$ cat config.mk
export PLATFORM = sky130hd
export DESIGN_NAME = scsd_clock_ctrl
export DESIGN_NICKNAME = d
export VERILOG_FILES = /design/src/scsd_pkg.sv /design/src/scsd_clock_ctrl.sv
export SDC_FILE = /design/constraint.sdc
export NUM_CORES = 1
export LEC_CHECK = 0
export ABC_AREA = 1
export BUFFER_PORTS_ARGS = -buffer_cell sky130_fd_sc_hd__buf_2
export CORE_MARGIN = 3
export CORE_UTILIZATION = 56
export DETAILED_ROUTE_END_ITERATION = 10
export GPL_ROUTABILITY_DRIVEN = 0
export PLACE_DENSITY_LB_ADDON = 0.2
export SLEW_MARGIN = 5
export SYNTH_ARGS = -nofsm -noshare
export SYNTH_HDL_FRONTEND = slang
export SYNTH_SLANG_ARGS = --single-unit
$ cat constraint.sdc
create_clock -name sys_clk -period 2.02 [get_ports sys_clk]
set_clock_uncertainty 0.15 [all_clocks]
set_input_delay 0.404 -clock sys_clk [delete_from_list [all_inputs] [get_ports sys_clk]]
set_output_delay 0.404 -clock sys_clk [all_outputs]
set_load 0.1 [all_outputs]
$ cat src/scsd_pkg.sv
package scsd_pkg;

  // ----------------------------------------------------------------
  // Register addresses
  // ----------------------------------------------------------------
  localparam logic [7:0] SCSD_ADDR_DIVIDER = 8'h95;
  localparam logic [7:0] SCSD_ADDR_SWITCH = 8'h96;
  localparam logic [7:0] SCSD_ADDR_ENABLE = 8'h97;

  // ----------------------------------------------------------------
  // Reset values
  // ----------------------------------------------------------------
  localparam logic [7:0] SCSD_DIVIDER_RST = 8'h00;
  localparam logic [7:0] SCSD_ENABLE_RST = 8'h30;
  localparam logic [1:0] SCSD_SELECT_RST = 2'h0;

  // ----------------------------------------------------------------
  // Field positions
  // ----------------------------------------------------------------
  localparam int SCSD_SW_FAST_ST_BIT = 5;
  localparam int SCSD_SW_SLOW_ST_BIT = 4;
  localparam int SCSD_SW_EXT_ST_BIT = 3;
  localparam int SCSD_SW_SEL_LSB = 1;
  localparam int SCSD_EN_EXT_LSB = 6;
  localparam int SCSD_EN_FAST_BIT = 5;
  localparam int SCSD_EN_RSVD_BIT = 4;
  localparam int SCSD_EN_FAULT_BIT = 0;

  // ----------------------------------------------------------------
  // Encodings
  // ----------------------------------------------------------------
  localparam logic [1:0] SCSD_SRC_FAST = 2'h0;
  localparam logic [1:0] SCSD_SRC_EXT = 2'h1;
  localparam logic [1:0] SCSD_SRC_SLOW = 2'h2;
  localparam logic [1:0] SCSD_SRC_RSVD = 2'h3;
  localparam logic [1:0] SCSD_EXT_ON = 2'h3;

  // Source ready bits in the synchronised vector
  localparam int SCSD_RDY_FAST = 0;
  localparam int SCSD_RDY_SLOW = 1;
  localparam int SCSD_RDY_EXT = 2;

  typedef enum logic [1:0] {
    SCSD_SW_IDLE = 2'h0,
    SCSD_SW_WAIT = 2'h1
  } scsd_sw_state_e;

endpackage

$ cat src/scsd_clock_ctrl.sv
`timescale 1ns/1ps

module scsd_clock_ctrl
  import scsd_pkg::*;
#(
  parameter int DIV_WIDTH = 8
) (
  input wire logic sys_clk,
  input wire logic reset,
  input wire logic [7:0] sfr_addr,
  input wire logic sfr_wr,
  input wire logic sfr_rd,
  input wire logic [7:0] sfr_wdata,
  output logic [7:0] sfr_rdata,
  output logic sfr_hit,
  input wire logic timed_access_guard,
  input wire logic in_app_programming_enable,
  input wire logic fast_osc_ready_raw,
  input wire logic slow_osc_ready_raw,
  input wire logic off_chip_clock_ready_raw,
  output logic fast_internal_osc_enable,
  output logic off_chip_clock_enable,
  output logic shared_io_pin_gpio,
  output logic [1:0] active_clock_source,
  output logic sys_clock_tick,
  output logic sys_clock_level
);

  if (DIV_WIDTH < 1 || DIV_WIDTH > 8) begin : g_chk
    $error("DIV_WIDTH must be 1 to 8");
  end

  // ----------------------------------------------------------------
  // Ready synchronisers
  // ----------------------------------------------------------------
  logic [2:0] rdy_meta_q;
  logic [2:0] rdy_q;

  always_ff @(posedge sys_clk or posedge reset) begin
    if (reset) begin
      rdy_meta_q <= 3'h0;
      rdy_q <= 3'h0;
    end else begin
      rdy_meta_q <= {off_chip_clock_ready_raw, slow_osc_ready_raw,
                     fast_osc_ready_raw};
      rdy_q <= rdy_meta_q;
    end
  end

  // ----------------------------------------------------------------
  // Control registers
  // ----------------------------------------------------------------
  logic [7:0] sys_clock_divide_value_q;
  logic [7:0] sys_clock_divide_value_d;
  logic [1:0] off_chip_clock_enable_q;
  logic [1:0] off_chip_clock_enable_d;
  logic fast_internal_osc_enable_q;
  logic fast_internal_osc_enable_d;
  logic [1:0] clock_source_select_q;
  logic [1:0] clock_source_select_d;
  logic wr_div;
  logic wr_sw;
  logic wr_en;

  always_comb begin
    wr_div = sfr_wr && sfr_addr == SCSD_ADDR_DIVIDER;
    wr_sw = sfr_wr && timed_access_guard &&
            sfr_addr == SCSD_ADDR_SWITCH;
    wr_en = sfr_wr && timed_access_guard &&
            sfr_addr == SCSD_ADDR_ENABLE;
    sys_clock_divide_value_d = sys_clock_divide_value_q;
    off_chip_clock_enable_d = off_chip_clock_enable_q;
    fast_internal_osc_enable_d = fast_internal_osc_enable_q;
    clock_source_select_d = clock_source_select_q;
    if (wr_div) begin
      sys_clock_divide_value_d = sfr_wdata;
    end
    if (wr_sw) begin
      clock_source_select_d = sfr_wdata[SCSD_SW_SEL_LSB +: 2];
    end
    if (wr_en) begin
      off_chip_clock_enable_d = sfr_wdata[SCSD_EN_EXT_LSB +: 2];
      // Stored bit survives programming mode untouched
      fast_internal_osc_enable_d = sfr_wdata[SCSD_EN_FAST_BIT];
    end
  end

  always_ff @(posedge sys_clk or posedge reset) begin
    if (reset) begin
      sys_clock_divide_value_q <= SCSD_DIVIDER_RST;
      off_chip_clock_enable_q <= SCSD_ENABLE_RST[SCSD_EN_EXT_LSB +: 2];
      fast_internal_osc_enable_q <= SCSD_ENABLE_RST[SCSD_EN_FAST_BIT];
      clock_source_select_q <= SCSD_SELECT_RST;
    end else begin
      sys_clock_divide_value_q <= sys_clock_divide_value_d;
      off_chip_clock_enable_q <= off_chip_clock_enable_d;
      fast_internal_osc_enable_q <= fast_internal_osc_enable_d;
      clock_source_select_q <= clock_source_select_d;
    end
  end

  // ----------------------------------------------------------------
  // Effective enables and stable flags
  // ----------------------------------------------------------------
  logic fast_en_eff;
  logic ext_en_eff;
  logic fast_internal_osc_stable;
  logic off_chip_clock_stable;
  logic slow_internal_osc_stable;

  always_comb begin
    fast_en_eff = fast_internal_osc_enable_q ||
                  in_app_programming_enable;
    ext_en_eff = off_chip_clock_enable_q == SCSD_EXT_ON;
    fast_internal_osc_stable = in_app_programming_enable ||
      (fast_internal_osc_enable_q && rdy_q[SCSD_RDY_FAST]);
    off_chip_clock_stable = ext_en_eff && rdy_q[SCSD_RDY_EXT];
    slow_internal_osc_stable = rdy_q[SCSD_RDY_SLOW];
  end

  function automatic logic src_ok(input logic [1:0] sel,
                                  input logic fast_st,
                                  input logic ext_st,
                                  input logic slow_st);
    logic ok;
    ok = 1'b0;
    case (sel)
      SCSD_SRC_FAST: ok = fast_st;
      SCSD_SRC_EXT: ok = ext_st;
      SCSD_SRC_SLOW: ok = slow_st;
      default: ok = 1'b0;
    endcase
    return ok;
  endfunction

  // ----------------------------------------------------------------
  // Source switch
  // ----------------------------------------------------------------
  scsd_sw_state_e sw_state_q;
  scsd_sw_state_e sw_state_d;
  logic [1:0] active_src_q;
  logic [1:0] active_src_d;
  logic [1:0] pend_src_q;
  logic [1:0] pend_src_d;
  logic switch_fault_flag_q;
  logic switch_fault_flag_d;
  logic [1:0] req_src;

  always_comb begin
    sw_state_d = sw_state_q;
    active_src_d = active_src_q;
    pend_src_d = pend_src_q;
    switch_fault_flag_d = switch_fault_flag_q;
    req_src = sfr_wdata[SCSD_SW_SEL_LSB +: 2];
    case (sw_state_q)
      SCSD_SW_IDLE: begin
      end
      SCSD_SW_WAIT: begin
        if (src_ok(pend_src_q, fast_internal_osc_stable,
                   off_chip_clock_stable, slow_internal_osc_stable)) begin
          active_src_d = pend_src_q;
          switch_fault_flag_d = 1'b0;
          sw_state_d = SCSD_SW_IDLE;
        end
      end
      default: sw_state_d = SCSD_SW_IDLE;
    endcase
    // A new request replaces any pending one
    if (wr_sw && req_src != SCSD_SRC_RSVD) begin
      if (src_ok(req_src, fast_internal_osc_stable,
                 off_chip_clock_stable, slow_internal_osc_stable)) begin
        active_src_d = req_src;
        switch_fault_flag_d = 1'b0;
        sw_state_d = SCSD_SW_IDLE;
      end else begin
        pend_src_d = req_src;
        switch_fault_flag_d = 1'b1;
        sw_state_d = SCSD_SW_WAIT;
      end
    end
  end

  always_ff @(posedge sys_clk or posedge reset) begin
    if (reset) begin
      sw_state_q <= SCSD_SW_IDLE;
      active_src_q <= SCSD_SRC_FAST;
      pend_src_q <= SCSD_SRC_FAST;
      switch_fault_flag_q <= 1'b0;
    end else begin
      sw_state_q <= sw_state_d;
      active_src_q <= active_src_d;
      pend_src_q <= pend_src_d;
      switch_fault_flag_q <= switch_fault_flag_d;
    end
  end

  // ----------------------------------------------------------------
  // Divider
  // ----------------------------------------------------------------
  logic [DIV_WIDTH-1:0] div_cur_q;
  logic [DIV_WIDTH-1:0] div_cur_d;
  logic [DIV_WIDTH-1:0] div_cnt_q;
  logic [DIV_WIDTH-1:0] div_cnt_d;
  logic div_level_q;
  logic div_level_d;
  logic div_tick_q;
  logic div_tick_d;
  logic half_done;

  always_comb begin
    div_cur_d = div_cur_q;
    div_cnt_d = div_cnt_q;
    div_level_d = div_level_q;
    div_tick_d = 1'b0;
    half_done = div_cnt_q == div_cur_q - DIV_WIDTH'(1);
    if (div_cur_q == '0) begin
      div_tick_d = 1'b1;
      div_level_d = 1'b1;
      div_cnt_d = '0;
      div_cur_d = sys_clock_divide_value_q[DIV_WIDTH-1:0];
    end else if (half_done) begin
      div_cnt_d = '0;
      div_level_d = !div_level_q;
      div_tick_d = !div_level_q;
      if (div_level_q) begin
        // High half ends mid-period: point where the divisor reloads
        div_cur_d = sys_clock_divide_value_q[DIV_WIDTH-1:0];
      end
    end else begin
      div_cnt_d = div_cnt_q + DIV_WIDTH'(1);
    end
  end

  always_ff @(posedge sys_clk or posedge reset) begin
    if (reset) begin
      div_cur_q <= SCSD_DIVIDER_RST[DIV_WIDTH-1:0];
      div_cnt_q <= '0;
      div_level_q <= 1'b0;
      div_tick_q <= 1'b0;
    end else begin
      div_cur_q <= div_cur_d;
      div_cnt_q <= div_cnt_d;
      div_level_q <= div_level_d;
      div_tick_q <= div_tick_d;
    end
  end

  // ----------------------------------------------------------------
  // Read path and outputs
  // ----------------------------------------------------------------
  logic [7:0] rdata_q;
  logic [7:0] rdata_d;
  logic hit_q;
  logic hit_d;
  logic fast_en_q;
  logic ext_en_q;
  logic gpio_q;

  always_comb begin
    rdata_d = 8'h00;
    hit_d = 1'b0;
    if (sfr_rd) begin
      case (sfr_addr)
        SCSD_ADDR_DIVIDER: begin
          rdata_d = sys_clock_divide_value_q;
          hit_d = 1'b1;
        end
        SCSD_ADDR_SWITCH: begin
          rdata_d[SCSD_SW_FAST_ST_BIT] = fast_internal_osc_stable;
          rdata_d[SCSD_SW_SLOW_ST_BIT] = slow_internal_osc_stable;
          rdata_d[SCSD_SW_EXT_ST_BIT] = off_chip_clock_stable;
          // Last written select, not the live source
          rdata_d[SCSD_SW_SEL_LSB +: 2] = clock_source_select_q;
          hit_d = 1'b1;
        end
        SCSD_ADDR_ENABLE: begin
          rdata_d[SCSD_EN_EXT_LSB +: 2] = off_chip_clock_enable_q;
          rdata_d[SCSD_EN_FAST_BIT] = fast_en_eff;
          rdata_d[SCSD_EN_RSVD_BIT] = SCSD_ENABLE_RST[SCSD_EN_RSVD_BIT];
          rdata_d[SCSD_EN_FAULT_BIT] = switch_fault_flag_q;
          hit_d = 1'b1;
        end
        default: begin
          rdata_d = 8'h00;
          hit_d = 1'b0;
        end
      endcase
    end
  end

  always_ff @(posedge sys_clk or posedge reset) begin
    if (reset) begin
      rdata_q <= 8'h00;
      hit_q <= 1'b0;
      fast_en_q <= 1'b1;
      ext_en_q <= 1'b0;
      gpio_q <= 1'b1;
    end else begin
      rdata_q <= rdata_d;
      hit_q <= hit_d;
      fast_en_q <= fast_en_eff;
      ext_en_q <= ext_en_eff;
      gpio_q <= !ext_en_eff;
    end
  end

  assign sfr_rdata = rdata_q;
  assign sfr_hit = hit_q;
  assign fast_internal_osc_enable = fast_en_q;
  assign off_chip_clock_enable = ext_en_q;
  assign shared_io_pin_gpio = gpio_q;
  assign active_clock_source = active_src_q;
  assign sys_clock_tick = div_tick_q;
  assign sys_clock_level = div_level_q;

endmodule

==> metrics.log <==
[metrics] run status: finished, violations left
[metrics] violations in the final reports: negative hold slack
[metrics] count of buffering cells on the critical path with inverters included: 2
[metrics] number of sinks handled by clock tree synthesis: 55
[metrics] number of synthesized flops with an enable pin: 0
[metrics] required arrival time at the worst endpoint: 2.06 ns
[metrics] Clock Root Buffer: clkbuf_8
[metrics] number of detailed-route iterations in the first pass: 4
[metrics] net count after synthesis: 353
[metrics] largest net degree at the start of global routing: 28
[metrics] post-synthesis to final-layout area growth: 20.9%
[metrics] maximum buffer depth of the clock tree: 2
[metrics] gate count of the mapped netlist: 325
[metrics] Min-Delay Path Class: primary input to asynchronous set/reset pin
[metrics] sequential element share of the synthesized area: 51.4%
[metrics] via count of the first global-routing pass: 2234
[metrics] register area: 0.00138 mm2
[metrics] list of cells traversed by the critical path: inv_2, ha_4, nand2_1, inv_1, nor2_1, nand2_1, nor2_1, nand3_1, nor2_2, nand3_4, nand3_1, nand2_1
[metrics] Lkg Pwr: 1.76 nW
[metrics] antenna viol nets, final: 0
[metrics] post-placement setup slack: -0.0507 ns
[metrics] hold slack final: -0.00206 ns
[metrics] CP startpoint kind: flip-flop
[metrics] Top FF cell, synth: dfrtp_1
[metrics] max-cap check violation count: 0
[metrics] signal arrival time at the worst endpoint: 2.03 ns
[metrics] HPWL Detailed: 4.25 mm
[metrics] number of I/O port buffers: 40
[metrics] post-synthesis instance area: 0.00268 mm2
[metrics] slew of the pin with the lowest slew margin: 0.582 ns
[metrics] Setup Viol. Count Final: 0
[metrics] category of the worst setup path capture point: flip-flop
[metrics] warnings from Yosys: 0
[metrics] maximum level of the CTS H-tree: 2
[metrics] insertion delay to the later sink of the worst-skew pair: 0.30 ns
[metrics] Routed WL per cell: 13.1 um
[metrics] Crit path largest cell delay: 0.43 ns
[metrics] I/O Pins: 41
[metrics] Die Span X: 75.2 um
[metrics] post-CTS clock slew at the launch and capture registers of the worst setup and hold paths: 0.10 ns
[metrics] number of cell rows: 24
[metrics] Num CTS Buffers: 5
[metrics] #FFs+latches synth: 55
[metrics] highest net fanout along the worst path: 8
[metrics] Iteration-0 DRC Markers: 105
[metrics] Worst Path Class, Setup: flip-flop to flip-flop
[metrics] routed via count: 2304
[metrics] peak clock frequency supported by timing: 0.504 GHz
[metrics] via density per instance: 5.28
[metrics] cts hold-fix bufs: 0
[metrics] critical path's top delay family: simple AND/OR/NAND/NOR gates
[metrics] proportion of netlist area held by the largest area contributor: 48.5%
[metrics] average size of a mapped cell: 8.26 um2
[metrics] nets: 411
[metrics] number of fill cells in the layout: 368
[metrics] standard cell with the maximum stage delay on the critical path: dfrtp_1
[metrics] final critical delay including setup and external delays: 1.99 ns
[metrics] post-route clock period utilization: 98.3%
[metrics] total length of routed wires: 5.71 mm
[metrics] effective utilization at floorplan: 59.6%
[metrics] headroom to the max-slew limit: 61.2%
[metrics] asr flop ratio synth: 100%
[metrics] ratio of total power to cell area: 1000 mW/mm2
[metrics] top post-synthesis cells by area: dfrtp_1 48%, nand2_1 12%, nand3_1 7.6%
[metrics] wire length of the first global-routing pass: 9.43 mm
[metrics] unrepaired setup endpoints after global routing: true
[metrics] distinct cell type count of the synthesized netlist: 30
[metrics] Die Outline Area: 0.00566 mm2
[metrics] Antenna Diode Count: 0
[metrics] TritonCTS clock tree: built
[metrics] total global routing track utilization: 21.9%
[metrics] grt ovf: 0
[metrics] vertical die dimension: 75.2 um
[metrics] final hold violations: 5
[metrics] Post-route DRC: 0
[metrics] number of antenna violations at the first check in global routing: 0
[metrics] post-layout worst setup margin: 0.0348 ns
[metrics] most used cell along the critical path: nand2_1
[metrics] worst vdd rail ir drop: 0.623 mV
[metrics] fin. max-slew vios: 0
[metrics] CORE AREA: 0.00450 mm2
[metrics] total area of multi-input combinational cells: 0.00118 mm2
[metrics] layout cell share with drive strength beyond 1: 27.1%
[metrics] post-synthesis cell type with the largest combined area: dfrtp_1
[final cells by class]
class | instances | area share, %
multi-input cells | 218 | 36.3
inverters | 49 | 5.67
well taps | 52 | 2.01
clock buffers | 7 | 2.66
clock inverters | 1 | 0.154
flip-flops and latches | 55 | 42.5
repair buffers | 54 | 10.7
[timing repair]
item | 4_1_cts | 5_1_grt
buffers inserted | 2 | 5
cloned | 0 | 1
pin swaps | 1 | 10
hold endpoints to repair | 0 | 0
endpoints found under the setup margin | 10 | 16
gates resized for setup | 1 | 18
[worst reg2reg max path, delay by kind of cell (launching register included)]
kind / cells / cell delay [ns]
buffers and inverters: 2 / 0.16
flip-flops: 1 / 0.43
AND/OR/NAND/NOR: 9 / 0.92
adder cells (fa/ha/maj): 1 / 0.21
[synth_stat cells (2+ instances only)]
master	count
dfstp_2	3
nand4_1	3
nand2_1	88
nand2_2	3
xnor2_1	4
ha_1	3
o21a_1	2
inv_1	45
nor2_2	6
xor2_1	3
mux2_2	5
o21ai_0	12
dfrtp_1	52
a21oi_1	10
inv_2	4
nor2_1	27
nor3_1	2
nand3_1	41
[path summary, 6_finish.rpt]
check / from / to / slack [ns] / cells past startpoint
min reg2reg: rdy_meta_q[0] / rdy_q[0] / 0.21 / 0
max: div_cur_q[1] / div_cur_q[4] / 0.03 / 12
min in group sys_clk: off_chip_clock_ready_raw / rdy_meta_q[2] / 0.06 / 1
max reg2reg: div_cur_q[1] / div_cur_q[4] / 0.03 / 12
min: reset / div_cnt_q[2] / -0.002 / 2
max in group asynchronous: reset / sys_clock_divide_value_q[4] / 1.13 / 3
[layout by cell type (no fill, tap or decap)]
master     synthesis  routed
nand2_1           88      86
nand2_4            1       1
o211ai_1           1       1
inv_2              4       6
o21ai_1            1       1
nand2_2            3       5
buf_2              1      40
mux2_1             1       1
clkinv_2           0       1
nor3_1             2       2
dfstp_2            3       3
buf_12             1       2
clkbuf_16          0       1
o221ai_1           1       1
nor2_1            27      25
clkbuf_8           0       6
and3_2             1       1
a21oi_1           10      10
dfrtp_1           52      52
nand3_1           41      30
inv_1             45      43
clkbuf_1           0       1
xor2_1             3       3
buf_4              0      11
nand4_1            3       3
ha_1               3       2
ha_4               0       1
o21ai_0           12      12
nor3b_1            1       1
o21a_1             2       2
nor4_2             1       1
nand3_2            1      10
nor2_2             6       8
mux2_2             5       5
xnor2_1            4       4
nand3_4            0       2
[metal layers]
layer  vias to the layer above  share of wire, %  track usage [%]
met5                         -                 0                0
met4                         0               2.9             9.71
met3                        17               4.1             3.60
met2                        72                50             39.3
met1                      1071                43             25.7
li1                       1144                 -                -
[through the flow]
stage	util, %	instances	total power, mW	TNS [ns]	instance area (um2)
2_1_floorplan	-	325	2.28	0	2680
6_report	72.0	436	3.24	0	3240
3_5_place_dp	65.9	420	2.50	-0.286	2970
3_3_place_gp	65.9	420	2.48	0	2970
5_1_grt	72.0	436	3.45	-0.794	3240
4_1_cts	68.7	430	3.13	0	3090
[state kept, by name, indices dropped and copies added (netlist names)]
register and cells:
pend_src_q 2, div_cnt_q 8, div_cur_q 8, sfr_hit 1, rdy_q 3, clock_source_select_q 2
shared_io_pin_gpio 1, sfr_rdata 8, rdy_meta_q 3, sw_state_q 1, active_clock_source 2, switch_fault_flag_q 1
sys_clock_tick 1, off_chip_clock_enable_q 2, fast_internal_osc_enable 1, sys_clock_divide_value_q 8, sys_clock_level 1, off_chip_clock_enable 1
fast_internal_osc_enable_q 1
[cells by family (layout without fill, tap and decap cells)]
kind of cell / Yosys count / count (layout) / share of synthesized area (%)
compound gates: 27 / 27 / 5.45
xor+xnor: 7 / 7 / 2.28
fa+ha+maj: 3 / 3 / 1.40
buf+inv: 52 / 111 / 8.20
flops: 55 / 55 / 51.4
mux: 6 / 6 / 2.52
simple gates: 175 / 175 / 28.7
[where the power goes]
group / leakage (nW) / internal (mW) / switching [mW] / total, mW
registers: 0.707 / 1.24 / 0.156 / 1.40
clock network: 0.0482 / 0.277 / 0.332 / 0.609
logic: 1.01 / 0.414 / 0.823 / 1.24
(Power assumes the default switching activity.)
